[src/hw/pfm_pkg.sv]
package pfm_pkg;
	// ****************************************
	// pin level vector layout
	// ****************************************
	localparam int unsigned LV_W  = 53;
	localparam int unsigned LV_P0 = 0;
	localparam int unsigned LV_P1 = 5;
	localparam int unsigned LV_P2 = 13;
	localparam int unsigned LV_P3 = 21;
	localparam int unsigned LV_P4 = 29;
	localparam int unsigned LV_P5 = 37;
	localparam int unsigned LV_P6 = 45;
	// ****************************************
	// field positions
	// ****************************************
	localparam int unsigned EDGE_RISE_BIT = 0;
	localparam int unsigned EDGE_FALL_BIT = 1;
	localparam int unsigned P6_RD   = 4;
	localparam int unsigned P6_WR   = 5;
	localparam int unsigned P6_WAIT = 6;
	localparam int unsigned P6_ADDRESS_LATCH_STROBE = 7;
	// ****************************************
	// reset values and timing counts
	// ****************************************
	localparam logic [7:0] PORT_RST  = 8'h00;
	localparam logic [2:0] FILL_CYC  = 3'h5;
	localparam logic [3:0] ACC_LAST  = 4'h5;
	localparam logic [3:0] CNT_RST   = 4'h0;
	typedef enum logic [3:0] {
		XS_IDLE = 4'b0001,
		XS_ADDR = 4'b0010,
		XS_ACC  = 4'b0100,
		XS_DONE = 4'b1000
	} pfm_xst_t;
endpackage

[src/hw/pfm_pin_mux.sv]
// Notes on behaviour
// after reset every pin is an input with its driver off
// port 0: pins 0 and 4 input only, pins 1-3 per-bit direction and pull-up
// ports 1,2,3,5 and port 6 upper: per-pin direction, pull-up only as input
// port 4 direction is one bit for all eight pins, pull-up as input
// falling edge on a port 4 input pin sets the key-return flag
// port 6 lower pins open-drain, pull-ups fixed by mask option
// software sets feedback-resistor-disable before using sub-osc pin as input
// port 1 pin used as analog input has its pull-up forced off
// first external interrupt fires on rising, falling or both edges
// port 4 carries low address and data during external accesses
// port 5 carries high address during external accesses
// address latch strobe on port 6 captures address on ports 4 and 5
// separate read and write strobes on two port 6 pins
// wait input on port 6 stretches the running external access
// port 2 gives automatic transfer strobe out and busy input
// serial channel 0 data pins become open-drain bus lines in bus mode
// serial clock pins driven when master, received otherwise
// wide timer output pin also carries the pwm output by mode
// three count inputs feed the timers, first shares interrupt pin
// port 3 gives programmable clock and buzzer outputs
// software leaves analog-shared pins alone during conversion
`timescale 1ns/1ps
`default_nettype none

module pfm_sync #(
	parameter int unsigned W = 8
) (
	input  wire logic         mclk_i,
	input  wire logic         rstn_i,
	input  wire logic [W-1:0] pin_i,
	output logic      [W-1:0] filt_o
);
	logic [W-1:0] s1_reg;
	logic [W-1:0] s2_reg;
	logic [W-1:0] s3_reg;
	// a change is taken only once the second and third stages agree
	wire  [W-1:0] agree = ~(s2_reg ^ s3_reg);
	always_ff @(posedge mclk_i) begin
		if (!rstn_i) begin
			s1_reg <= '0;
			s2_reg <= '0;
			s3_reg <= '0;
			filt_o <= '0;
		end else begin
			s1_reg <= pin_i;
			s2_reg <= s1_reg;
			s3_reg <= s2_reg;
			filt_o <= (agree & s3_reg) | (~agree & filt_o);
		end
	end
endmodule

module pfm_pin_mux
	import pfm_pkg::*;
#(
	parameter logic [3:0] P6_MASK_PU = 4'h0
) (
	input  wire logic        mclk_i,
	input  wire logic        rstn_i,
	input  wire logic [4:0]  p0_pin_i,
	input  wire logic [7:0]  p1_pin_i,
	input  wire logic [7:0]  p2_pin_i,
	input  wire logic [7:0]  p3_pin_i,
	input  wire logic [7:0]  p4_pin_i,
	input  wire logic [7:0]  p5_pin_i,
	input  wire logic [7:0]  p6_pin_i,
	input  wire logic [2:0]  p0_dir_i,
	input  wire logic [2:0]  p0_latch_i,
	input  wire logic [2:0]  p0_pu_en_i,
	input  wire logic [7:0]  p1_dir_i,
	input  wire logic [7:0]  p1_latch_i,
	input  wire logic [7:0]  p1_pu_en_i,
	input  wire logic [7:0]  p2_dir_i,
	input  wire logic [7:0]  p2_latch_i,
	input  wire logic [7:0]  p2_pu_en_i,
	input  wire logic [7:0]  p3_dir_i,
	input  wire logic [7:0]  p3_latch_i,
	input  wire logic [7:0]  p3_pu_en_i,
	input  wire logic        p4_dir_i,
	input  wire logic [7:0]  p4_latch_i,
	input  wire logic        p4_pu_en_i,
	input  wire logic [7:0]  p5_dir_i,
	input  wire logic [7:0]  p5_latch_i,
	input  wire logic [7:0]  p5_pu_en_i,
	input  wire logic [7:0]  p6_dir_i,
	input  wire logic [7:0]  p6_latch_i,
	input  wire logic [3:0]  p6_pu_en_i,
	input  wire logic [7:0]  analog_inputs_i,
	input  wire logic [1:0]  irq_edge_sel_i,
	input  wire logic        key_flag_clr_i,
	input  wire logic        xmem_en_i,
	input  wire logic        xmem_rd_i,
	input  wire logic        xmem_wr_i,
	input  wire logic [15:0] xmem_addr_i,
	input  wire logic [7:0]  xmem_wdata_i,
	input  wire logic        sio0_en_i,
	input  wire logic        sio0_bus_mode_i,
	input  wire logic [1:0]  sio0_sb_out_i,
	input  wire logic        serial_ch0_data_out_i,
	input  wire logic        serial_ch0_clock_master_i,
	input  wire logic        serial_ch0_clock_out_i,
	input  wire logic        sio1_en_i,
	input  wire logic        sio1_data_out_i,
	input  wire logic        serial_ch1_clock_master_i,
	input  wire logic        serial_ch1_clock_out_i,
	input  wire logic        auto_en_i,
	input  wire logic        auto_transfer_strobe_i,
	input  wire logic [2:0]  to_en_i,
	input  wire logic [2:0]  to_val_i,
	input  wire logic        to0_pwm_mode_i,
	input  wire logic        wide_timer_pwm_i,
	input  wire logic        pcl_en_i,
	input  wire logic        programmable_clock_i,
	input  wire logic        buz_en_i,
	input  wire logic        buzzer_clock_i,
	output logic [4:0]       p0_out_o,
	output logic [4:0]       p0_oe_o,
	output logic [4:0]       p0_pu_o,
	output logic [7:0]       p1_out_o,
	output logic [7:0]       p1_oe_o,
	output logic [7:0]       p1_pu_o,
	output logic [7:0]       p2_out_o,
	output logic [7:0]       p2_oe_o,
	output logic [7:0]       p2_pu_o,
	output logic [7:0]       p3_out_o,
	output logic [7:0]       p3_oe_o,
	output logic [7:0]       p3_pu_o,
	output logic [7:0]       p4_out_o,
	output logic [7:0]       p4_oe_o,
	output logic [7:0]       p4_pu_o,
	output logic [7:0]       p5_out_o,
	output logic [7:0]       p5_oe_o,
	output logic [7:0]       p5_pu_o,
	output logic [7:0]       p6_out_o,
	output logic [7:0]       p6_oe_o,
	output logic [7:0]       p6_pu_o,
	output logic [52:0]      pin_level_o,
	output logic             ext_irq_edge_select_in_o,
	output logic [2:0]       ext_irq_fall_o,
	output logic             key_return_test_flag_o,
	output logic [2:0]       timer_count_in_o,
	output logic             serial_ch0_clock_o,
	output logic             serial_ch1_clock_o,
	output logic             busy_in_o,
	output logic [7:0]       xmem_rdata_o,
	output logic             xmem_done_o,
	output logic             xmem_busy_o
);
	// ****************************************
	// pin sampling and edges
	// ****************************************
	logic [52:0] lvl;
	logic [52:0] lvl_prev_reg;
	logic [2:0]  fill_reg;
	pfm_sync #(.W(LV_W)) u_sync (
		.mclk_i (mclk_i),
		.rstn_i (rstn_i),
		.pin_i  ({p6_pin_i, p5_pin_i, p4_pin_i, p3_pin_i, p2_pin_i, p1_pin_i, p0_pin_i}),
		.filt_o (lvl)
	);
	// no edges until the filter holds real pin levels, else reset looks like an edge
	wire        lv_ok = (fill_reg == FILL_CYC);
	wire [52:0] rise  = lvl & ~lvl_prev_reg & {LV_W{lv_ok}};
	wire [52:0] fall  = ~lvl & lvl_prev_reg & {LV_W{lv_ok}};
	wire [7:0]  lv_p3 = lvl[LV_P3 +: 8];
	wire [7:0]  lv_p4 = lvl[LV_P4 +: 8];
	wire [7:0]  lv_p6 = lvl[LV_P6 +: 8];
	always_ff @(posedge mclk_i) begin
		if (!rstn_i) begin
			lvl_prev_reg <= '0;
			fill_reg     <= 3'h0;
		end else begin
			lvl_prev_reg <= lvl;
			fill_reg     <= lv_ok ? fill_reg : fill_reg + 3'h1;
		end
	end
	assign pin_level_o        = lvl;
	assign timer_count_in_o   = {lv_p3[4], lv_p3[3], lvl[LV_P0]};
	assign serial_ch0_clock_o = lvl[LV_P2 + 7];
	assign serial_ch1_clock_o = lvl[LV_P2 + 2];
	assign busy_in_o          = lvl[LV_P2 + 4];

	// ****************************************
	// interrupt edges and key-return flag
	// ****************************************
	logic irq0_reg;
	logic [2:0] irqf_reg;
	logic key_reg;
	wire irq0_hit = (irq_edge_sel_i[EDGE_RISE_BIT] & rise[LV_P0])
		| (irq_edge_sel_i[EDGE_FALL_BIT] & fall[LV_P0]);
	wire p4_is_in = ~p4_dir_i & ~xmem_en_i;
	wire key_hit  = p4_is_in & (|fall[LV_P4 +: 8]);
	always_ff @(posedge mclk_i) begin
		if (!rstn_i) begin
			irq0_reg <= 1'b0;
			irqf_reg <= 3'h0;
			key_reg  <= 1'b0;
		end else begin
			irq0_reg <= irq0_hit;
			irqf_reg <= fall[LV_P0 + 1 +: 3];
			// a new edge wins over a clear in the same cycle
			key_reg  <= key_hit | (key_reg & ~key_flag_clr_i);
		end
	end
	assign ext_irq_edge_select_in_o = irq0_reg;
	assign ext_irq_fall_o           = irqf_reg;
	assign key_return_test_flag_o   = key_reg;

	// ****************************************
	// external memory access sequencer
	// ****************************************
	pfm_xst_t    st_reg;
	pfm_xst_t    st_next;
	logic        rd_op_reg;
	logic [15:0] xa_reg;
	logic [7:0]  xw_reg;
	logic [7:0]  xr_reg;
	logic [3:0]  acc_cnt_reg;
	logic        done_reg;
	logic        busy_reg;
	wire x_req   = xmem_en_i & (xmem_rd_i | xmem_wr_i);
	wire wait_on = ~lv_p6[P6_WAIT];
	// the least access length covers the wait input's sampling delay
	wire acc_end = (acc_cnt_reg == ACC_LAST) & ~wait_on;
	always_comb begin
		case (st_reg)
			XS_IDLE: st_next = x_req ? XS_ADDR : XS_IDLE;
			XS_ADDR: st_next = XS_ACC;
			XS_ACC:  st_next = acc_end ? XS_DONE : XS_ACC;
			XS_DONE: st_next = XS_IDLE;
			default: st_next = XS_IDLE;
		endcase
	end
	always_ff @(posedge mclk_i) begin
		if (!rstn_i) begin
			st_reg      <= XS_IDLE;
			rd_op_reg   <= 1'b0;
			xa_reg      <= 16'h0000;
			xw_reg      <= PORT_RST;
			xr_reg      <= PORT_RST;
			acc_cnt_reg <= CNT_RST;
			done_reg    <= 1'b0;
			busy_reg    <= 1'b0;
		end else begin
			st_reg      <= st_next;
			acc_cnt_reg <= (st_reg == XS_ACC && acc_cnt_reg != ACC_LAST) ? acc_cnt_reg + 4'h1
				: (st_reg == XS_ACC ? acc_cnt_reg : CNT_RST);
			done_reg    <= (st_reg == XS_ACC) & acc_end;
			busy_reg    <= (st_next != XS_IDLE);
			if (st_reg == XS_IDLE && x_req) begin
				rd_op_reg <= xmem_rd_i;
				xa_reg    <= xmem_addr_i;
				xw_reg    <= xmem_wdata_i;
			end
			if (st_reg == XS_ACC && acc_end && rd_op_reg)
				xr_reg <= lv_p4;
		end
	end
	assign xmem_rdata_o = xr_reg;
	assign xmem_done_o  = done_reg;
	assign xmem_busy_o  = busy_reg;

	// ****************************************
	// pin drive selection
	// ****************************************
	wire st_addr = (st_reg == XS_ADDR);
	wire st_acc  = (st_reg == XS_ACC);
	wire so0_drv = sio0_en_i & ~sio0_bus_mode_i;
	// bus mode: drive low for a zero, release for a one
	wire [1:0] sb_drv = {2{sio0_en_i & sio0_bus_mode_i}} & ~sio0_sb_out_i;
	wire [7:0] a2_oe  = {sio0_en_i & serial_ch0_clock_master_i, so0_drv | sb_drv[1], sb_drv[0], 1'b0,
		auto_en_i, sio1_en_i & serial_ch1_clock_master_i, sio1_en_i, 1'b0};
	wire [7:0] a2_val = {serial_ch0_clock_out_i, so0_drv & serial_ch0_data_out_i, 1'b0, 1'b0,
		auto_transfer_strobe_i, serial_ch1_clock_out_i, sio1_data_out_i, 1'b0};
	wire to0_val = to0_pwm_mode_i ? wide_timer_pwm_i : to_val_i[0];
	wire [7:0] a3_oe  = {1'b0, buz_en_i, pcl_en_i, 2'b00, to_en_i};
	wire [7:0] a3_val = {1'b0, buzzer_clock_i, programmable_clock_i, 2'b00, to_val_i[2:1], to0_val};
	wire [4:0] p0_oe_n  = {1'b0, p0_dir_i, 1'b0};
	wire [7:0] p2_oe_n  = a2_oe | p2_dir_i;
	wire [7:0] p3_oe_n  = a3_oe | p3_dir_i;
	wire       p4_bus   = st_addr | (st_acc & ~rd_op_reg);
	wire [7:0] p4_oe_n  = xmem_en_i ? {8{p4_bus}} : {8{p4_dir_i}};
	wire [7:0] p4_val_n = xmem_en_i ? (st_addr ? xa_reg[7:0] : xw_reg) : p4_latch_i;
	wire [7:0] p5_oe_n  = xmem_en_i ? 8'hff : p5_dir_i;
	wire [7:0] p5_val_n = xmem_en_i ? xa_reg[15:8] : p5_latch_i;
	wire [3:0] p6u_bus  = {1'b1, 1'b0, 1'b1, 1'b1};
	wire [3:0] p6u_oe   = xmem_en_i ? p6u_bus : p6_dir_i[7:4];
	wire [3:0] p6u_val  = xmem_en_i ? {st_addr, 1'b0, ~(st_acc & ~rd_op_reg), ~(st_acc & rd_op_reg)}
		: p6_latch_i[7:4];
	wire [7:0] p6_oe_n  = {p6u_oe, p6_dir_i[3:0] & ~p6_latch_i[3:0]};
	always_ff @(posedge mclk_i) begin
		if (!rstn_i) begin
			p0_oe_o <= 5'h00;
			p1_oe_o <= PORT_RST;
			p2_oe_o <= PORT_RST;
			p3_oe_o <= PORT_RST;
			p4_oe_o <= PORT_RST;
			p5_oe_o <= PORT_RST;
			p6_oe_o <= PORT_RST;
		end else begin
			p0_oe_o <= p0_oe_n;
			p1_oe_o <= p1_dir_i;
			p2_oe_o <= p2_oe_n;
			p3_oe_o <= p3_oe_n;
			p4_oe_o <= p4_oe_n;
			p5_oe_o <= p5_oe_n;
			p6_oe_o <= p6_oe_n;
		end
	end
	always_ff @(posedge mclk_i) begin
		if (!rstn_i) begin
			p0_out_o <= 5'h00;
			p1_out_o <= PORT_RST;
			p2_out_o <= PORT_RST;
			p3_out_o <= PORT_RST;
			p4_out_o <= PORT_RST;
			p5_out_o <= PORT_RST;
			p6_out_o <= PORT_RST;
			p0_pu_o  <= 5'h00;
			p1_pu_o  <= PORT_RST;
			p2_pu_o  <= PORT_RST;
			p3_pu_o  <= PORT_RST;
			p4_pu_o  <= PORT_RST;
			p5_pu_o  <= PORT_RST;
			// mask pull-ups are fixed in silicon, so they stand through reset as well
			p6_pu_o  <= {PORT_RST[7:4], P6_MASK_PU};
		end else begin
			p0_out_o <= {1'b0, p0_latch_i, 1'b0};
			p1_out_o <= p1_latch_i;
			p2_out_o <= (a2_oe & a2_val) | (~a2_oe & p2_latch_i);
			p3_out_o <= (a3_oe & a3_val) | (~a3_oe & p3_latch_i);
			p4_out_o <= p4_val_n;
			p5_out_o <= p5_val_n;
			p6_out_o <= {p6u_val, 4'h0};
			p0_pu_o  <= {1'b0, p0_pu_en_i & ~p0_dir_i, 1'b0};
			p1_pu_o  <= p1_pu_en_i & ~p1_dir_i & ~analog_inputs_i;
			p2_pu_o  <= p2_pu_en_i & ~p2_oe_n;
			p3_pu_o  <= p3_pu_en_i & ~p3_oe_n;
			p4_pu_o  <= {8{p4_pu_en_i}} & ~p4_oe_n;
			p5_pu_o  <= p5_pu_en_i & ~p5_oe_n;
			p6_pu_o  <= {p6_pu_en_i & ~p6u_oe, P6_MASK_PU};
		end
	end

	// ****************************************
	// checks
	// ****************************************
	a_reset_all_inputs: assert property (@(posedge mclk_i) disable iff (!rstn_i)
		$rose(rstn_i) |-> ({p0_oe_o, p1_oe_o, p2_oe_o, p3_oe_o, p4_oe_o, p5_oe_o, p6_oe_o} == '0))
		else $error("pin driven right after reset");
	a_p0_input_only: assert property (@(posedge mclk_i) disable iff (!rstn_i)
		!p0_oe_o[0] && !p0_oe_o[4] && !p0_pu_o[0] && !p0_pu_o[4])
		else $error("input-only pin driven or pulled");
	a_analog_no_pull: assert property (@(posedge mclk_i) disable iff (!rstn_i)
		(analog_inputs_i != 8'h00) |=> ((p1_pu_o & $past(analog_inputs_i)) == 8'h00))
		else $error("pull-up on analog input");
	a_key_flag_set: assert property (@(posedge mclk_i) disable iff (!rstn_i)
		key_hit |=> key_return_test_flag_o ##1 (key_return_test_flag_o || $past(key_flag_clr_i)))
		else $error("key-return flag missed edge");
	a_p4_group_dir: assert property (@(posedge mclk_i) disable iff (!rstn_i)
		(p4_oe_o == 8'h00) || (p4_oe_o == 8'hff))
		else $error("port 4 direction split");
	a_strobe_order: assert property (@(posedge mclk_i) disable iff (!rstn_i)
		(st_addr && xmem_en_i) ##1 xmem_en_i |-> p6_out_o[P6_ADDRESS_LATCH_STROBE] && p5_out_o == xa_reg[15:8]
		##1 !p6_out_o[P6_ADDRESS_LATCH_STROBE] && (p6_out_o[P6_RD] != p6_out_o[P6_WR]))
		else $error("address strobe or access strobe out of order");
	a_wait_holds: assert property (@(posedge mclk_i) disable iff (!rstn_i)
		(st_acc && wait_on) |=> st_acc && !xmem_done_o)
		else $error("access ended during wait");
	a_p6_open_drain: assert property (@(posedge mclk_i) disable iff (!rstn_i)
		(p6_out_o[3:0] == 4'h0) && (p6_pu_o[3:0] == P6_MASK_PU))
		else $error("open-drain pin drives high");
	a_irq0_edge: assert property (@(posedge mclk_i) disable iff (!rstn_i)
		irq0_hit |=> ext_irq_edge_select_in_o ##1 (!ext_irq_edge_select_in_o || $past(irq0_hit)))
		else $error("first interrupt edge missed");
endmodule

`default_nettype wire

[config.mk]
export PLATFORM = sky130hd
export DESIGN_NAME = pfm_pin_mux
export DESIGN_NICKNAME = d
export VERILOG_FILES = /design/src/hw/pfm_pkg.sv /design/src/hw/pfm_pin_mux.sv
export SDC_FILE = /design/constraint.sdc
export NUM_CORES = 1
export LEC_CHECK = 0
export BUFFER_PORTS_ARGS = -buffer_cell sky130_fd_sc_hd__clkbuf_2
export CAP_MARGIN = 20
export CORE_AREA = 2 2 188 190
export DETAILED_ROUTE_END_ITERATION = 10
export DIE_AREA = 0 0 190 192
export RECOVER_POWER = 25
export REMOVE_ABC_BUFFERS = 1
export SLEW_MARGIN = 25
export SYNTH_ARGS = -nofsm -noshare
export SYNTH_HDL_FRONTEND = slang
export SYNTH_SLANG_ARGS = --single-unit
[constraint.sdc]
create_clock -name mclk_i -period 2 [get_ports mclk_i]
set_input_delay 0.3 -clock mclk_i [delete_from_list [all_inputs] [get_ports mclk_i]]
set_output_delay 0.3 -clock mclk_i [all_outputs]
set_load 0.01 [all_outputs]
==> flow_metrics.env <==
export IMPL_path_clk_slew_ps=60
export IMPL_clock_sinks=405
export IMPL_syn2layout_area_growth_pct=45.6
export IMPL_portBuffers=471
export IMPL_place_congestion=0.834
export IMPL_max_freq_ghz=0.595
export IMPL_gr_total_overflow=0
export IMPL_worst_path_largest_cell_delay_ps=420
export IMPL_yosysMostFrequentCell="dfxtp_1"
export IMPL_finalMaxSlewViolations=0
export IMPL_start_kind="register"
export IMPL_cp_slowest_cell="or3b_4"
export IMPL_synth_cell_types=44
export IMPL_ys_flop_type="dfxtp_1"
export IMPL_die_h_um=192
export IMPL_path_max_fanout=28
export IMPL_finClkSkew_ps=13.9
export IMPL_core_sq_um=34300
export IMPL_yosysSeqAreaShare_pct=63.4
export IMPL_routed_wl_um=32400
export IMPL_reg2regPathDepth=5
export IMPL_status="complete, no violations"
export IMPL_die_area_sq_um=36500
export IMPL_drt_iter0_drc=439
export IMPL_grt_usage_pct=17.1
export IMPL_layout_nets=2096
export IMPL_syn_area_per_cell_sq_um=10.5
export IMPL_startpoint="st_reg[0]"
export IMPL_r2r_slack_ps=320
export IMPL_synth_edf_count=0
export IMPL_synth_area_top_cells="dfxtp_1 (63%), and2_1 (9.7%), nand2_1 (4.0%), o21ai_0 (3.7%), a21boi_0 (3.3%)"
export IMPL_cts_root_buf="clkbuf_16"
export IMPL_cap_viol_max_count=0
export IMPL_clock_latency_ps=530
export IMPL_drive_above_1_share_pct=29.6
export IMPL_yosys_area_top_type="dfxtp_1"
export IMPL_h_tree_depth=2
export IMPL_synthCells=1215
export IMPL_layout_min_cycle_time_ps=1680
export IMPL_syn_cell_area_sq_um=12800
export IMPL_path_cells="or3b_4 -> nor3_4 -> buf_4 -> nand3_1 -> o21ai_0"
export IMPL_grt_max_degree=70
export IMPL_hold_viol=0
export IMPL_leakage_uw=0.00847
export IMPL_wire_per_inst_um=13.9
export IMPL_vias=10241
export IMPL_firstDrtPassIters=4
export IMPL_period_share_pct=84.0
export IMPL_crit_arrival_ps=2120
export IMPL_cts_path_max_buffers=3
export IMPL_async_reset_ff_share_pct=0
export IMPL_yosysWarnings=0
export IMPL_finalSetupViolations=0
export IMPL_place_area_sq_um=15400
export IMPL_setup_slack_ps=319
export IMPL_antenna_left=0
export IMPL_cts_tree="built"
export IMPL_cp_required_ps=2440
export IMPL_pre_cts_ws_ps=346
export IMPL_reg2reg_from="st_reg[0]"
export IMPL_dp_hpwl_um=22400
export IMPL_cp_endpoint="xa_reg[6]"
export IMPL_io_pins=486
export IMPL_hold_path_class="input pin to register"
export IMPL_path_class="register to register"
export IMPL_r2r_end="xa_reg[6]"
export IMPL_power_density_nw_per_um2=969
export IMPL_peakVddDrop_mv=0.695
export IMPL_route_detailed_drc=0
export IMPL_grt_pass1_wl_um=50200
export IMPL_tightest_slew_ps=938
export IMPL_cts_setup_buffers=0
export IMPL_grt_pass1_vias=10112
export IMPL_rsz0062_at_grt="false"
export IMPL_synthTopCellsByCount="dfxtp_1 (405), and2_1 (199), nand2_1 (135)"
export IMPL_antenna_cells=0
export IMPL_fp_row_count=68
export IMPL_viasPerCell=4.40
export IMPL_die_w_um=190
export IMPL_ys_ff_latch=405
export IMPL_fin_area_sq_um=18600
export IMPL_cts_buffers=43
export IMPL_initial_core_util_pct=37.3
export IMPL_antenna_found_initial=0
export IMPL_worstSetupEndpointType="register"
export IMPL_yosys_area_top_type_share_pct=63.4
export IMPL_holdWs_ps=16.7
export IMPL_slew_headroom_pct=37.5
worst min path at each step:
stage	slack [ps]	depth (start not counted)	end	start
after global placement	410	1	u_sync.s2_reg[48]	u_sync.s1_reg[48]
after floorplan	380	1	p1_pu_o[0]	p1_dir_i[0]
final	20	2	p1_oe_o[3]	p1_dir_i[3]
after global routing	10	2	p6_oe_o[2]	p6_dir_i[2]
after detailed placement	420	1	u_sync.s2_reg[6]	u_sync.s1_reg[6]
after CTS	0.8	2	p6_oe_o[0]	p6_dir_i[0]
layout make-up:
type,count,area [sq um]
clock buffers,65,1290
clock inverters,13,215
fillers,3090,15700
inverters,24,90.1
multi-input cells,705,4130
flip-flops and latches,405,8110
well taps,455,569
repair buffers,660,4230
through the flow:
| step | setup TNS [ps] | total power (uW) | std cells | util, % |
|---|---|---|---|---|
| after CTS | 0 | 18300 | 2327 | 54.4 |
| after global placement | 0 | 9690 | 2077 | 45.0 |
| after global routing | 0 | 18800 | 2327 | 54.3 |
| after detailed placement | 0 | 9710 | 2077 | 45.0 |
| final | 0 | 18100 | 2327 | 54.3 |
| after floorplan | -6.23 | 9050 | 1134 | - |
report_power, final:
part	internal, uW	switching (uW)
registers	8380	114
logic	705	580
clock network	5110	3160
cell usage in the layout, fill, tap and decap left out, types with 21 or more instances in the layout:
cell type / netlist / final
a21boi_0: 56 / 56
and2_1: 199 / 167
clkbuf_16: 0 / 44
inv_1: 24 / 24
o21ai_0: 94 / 94
clkbuf_2: 2 / 465
dfxtp_1: 405 / 405
dlygate4sd3_1: 0 / 172
nand2_1: 135 / 135
nand3_1: 38 / 38
nor2b_1: 21 / 21
and2_0: 0 / 32
cells by family (layout without fill, tap and decap cells):
kind of cell	after synthesis	in the layout	share of synthesized area (%)
and+or+nand+nor	467	467	20.4
muxes	16	16	1.25
xor gates and xnor gates	2	2	0.137
buffers and inverters	118	762	4.72
AOI/OAI and AO/OA	202	202	9.71
DFF	405	405	63.4
adders and majority gates	4	4	0.391
other	1	14	0.0293
critical path, delay by kind of cell (launching register included):
kind | cells | cell delay [ps]
DFF | 1 | 390
and+or+nand+nor | 3 | 800
AOI/OAI and AO/OA | 1 | 90
buffers and inverters | 1 | 310
routing by layer:
| layer | global-route usage, % | wire, um |
|---|---|---|
| met4 | 5.13 | 730 |
| met5 | 0 | 0 |
| met3 | 4.02 | 2030 |
| met2 | 30.9 | 16400 |
| met1 | 19.9 | 13200 |
timing repair:
action,CTS,global route
hold buffers,172,0
endpoints found under the hold margin,161,0
endpoints found under the setup margin,0,0
resized for setup,0,0
Power figures use the tool's default switching activity.
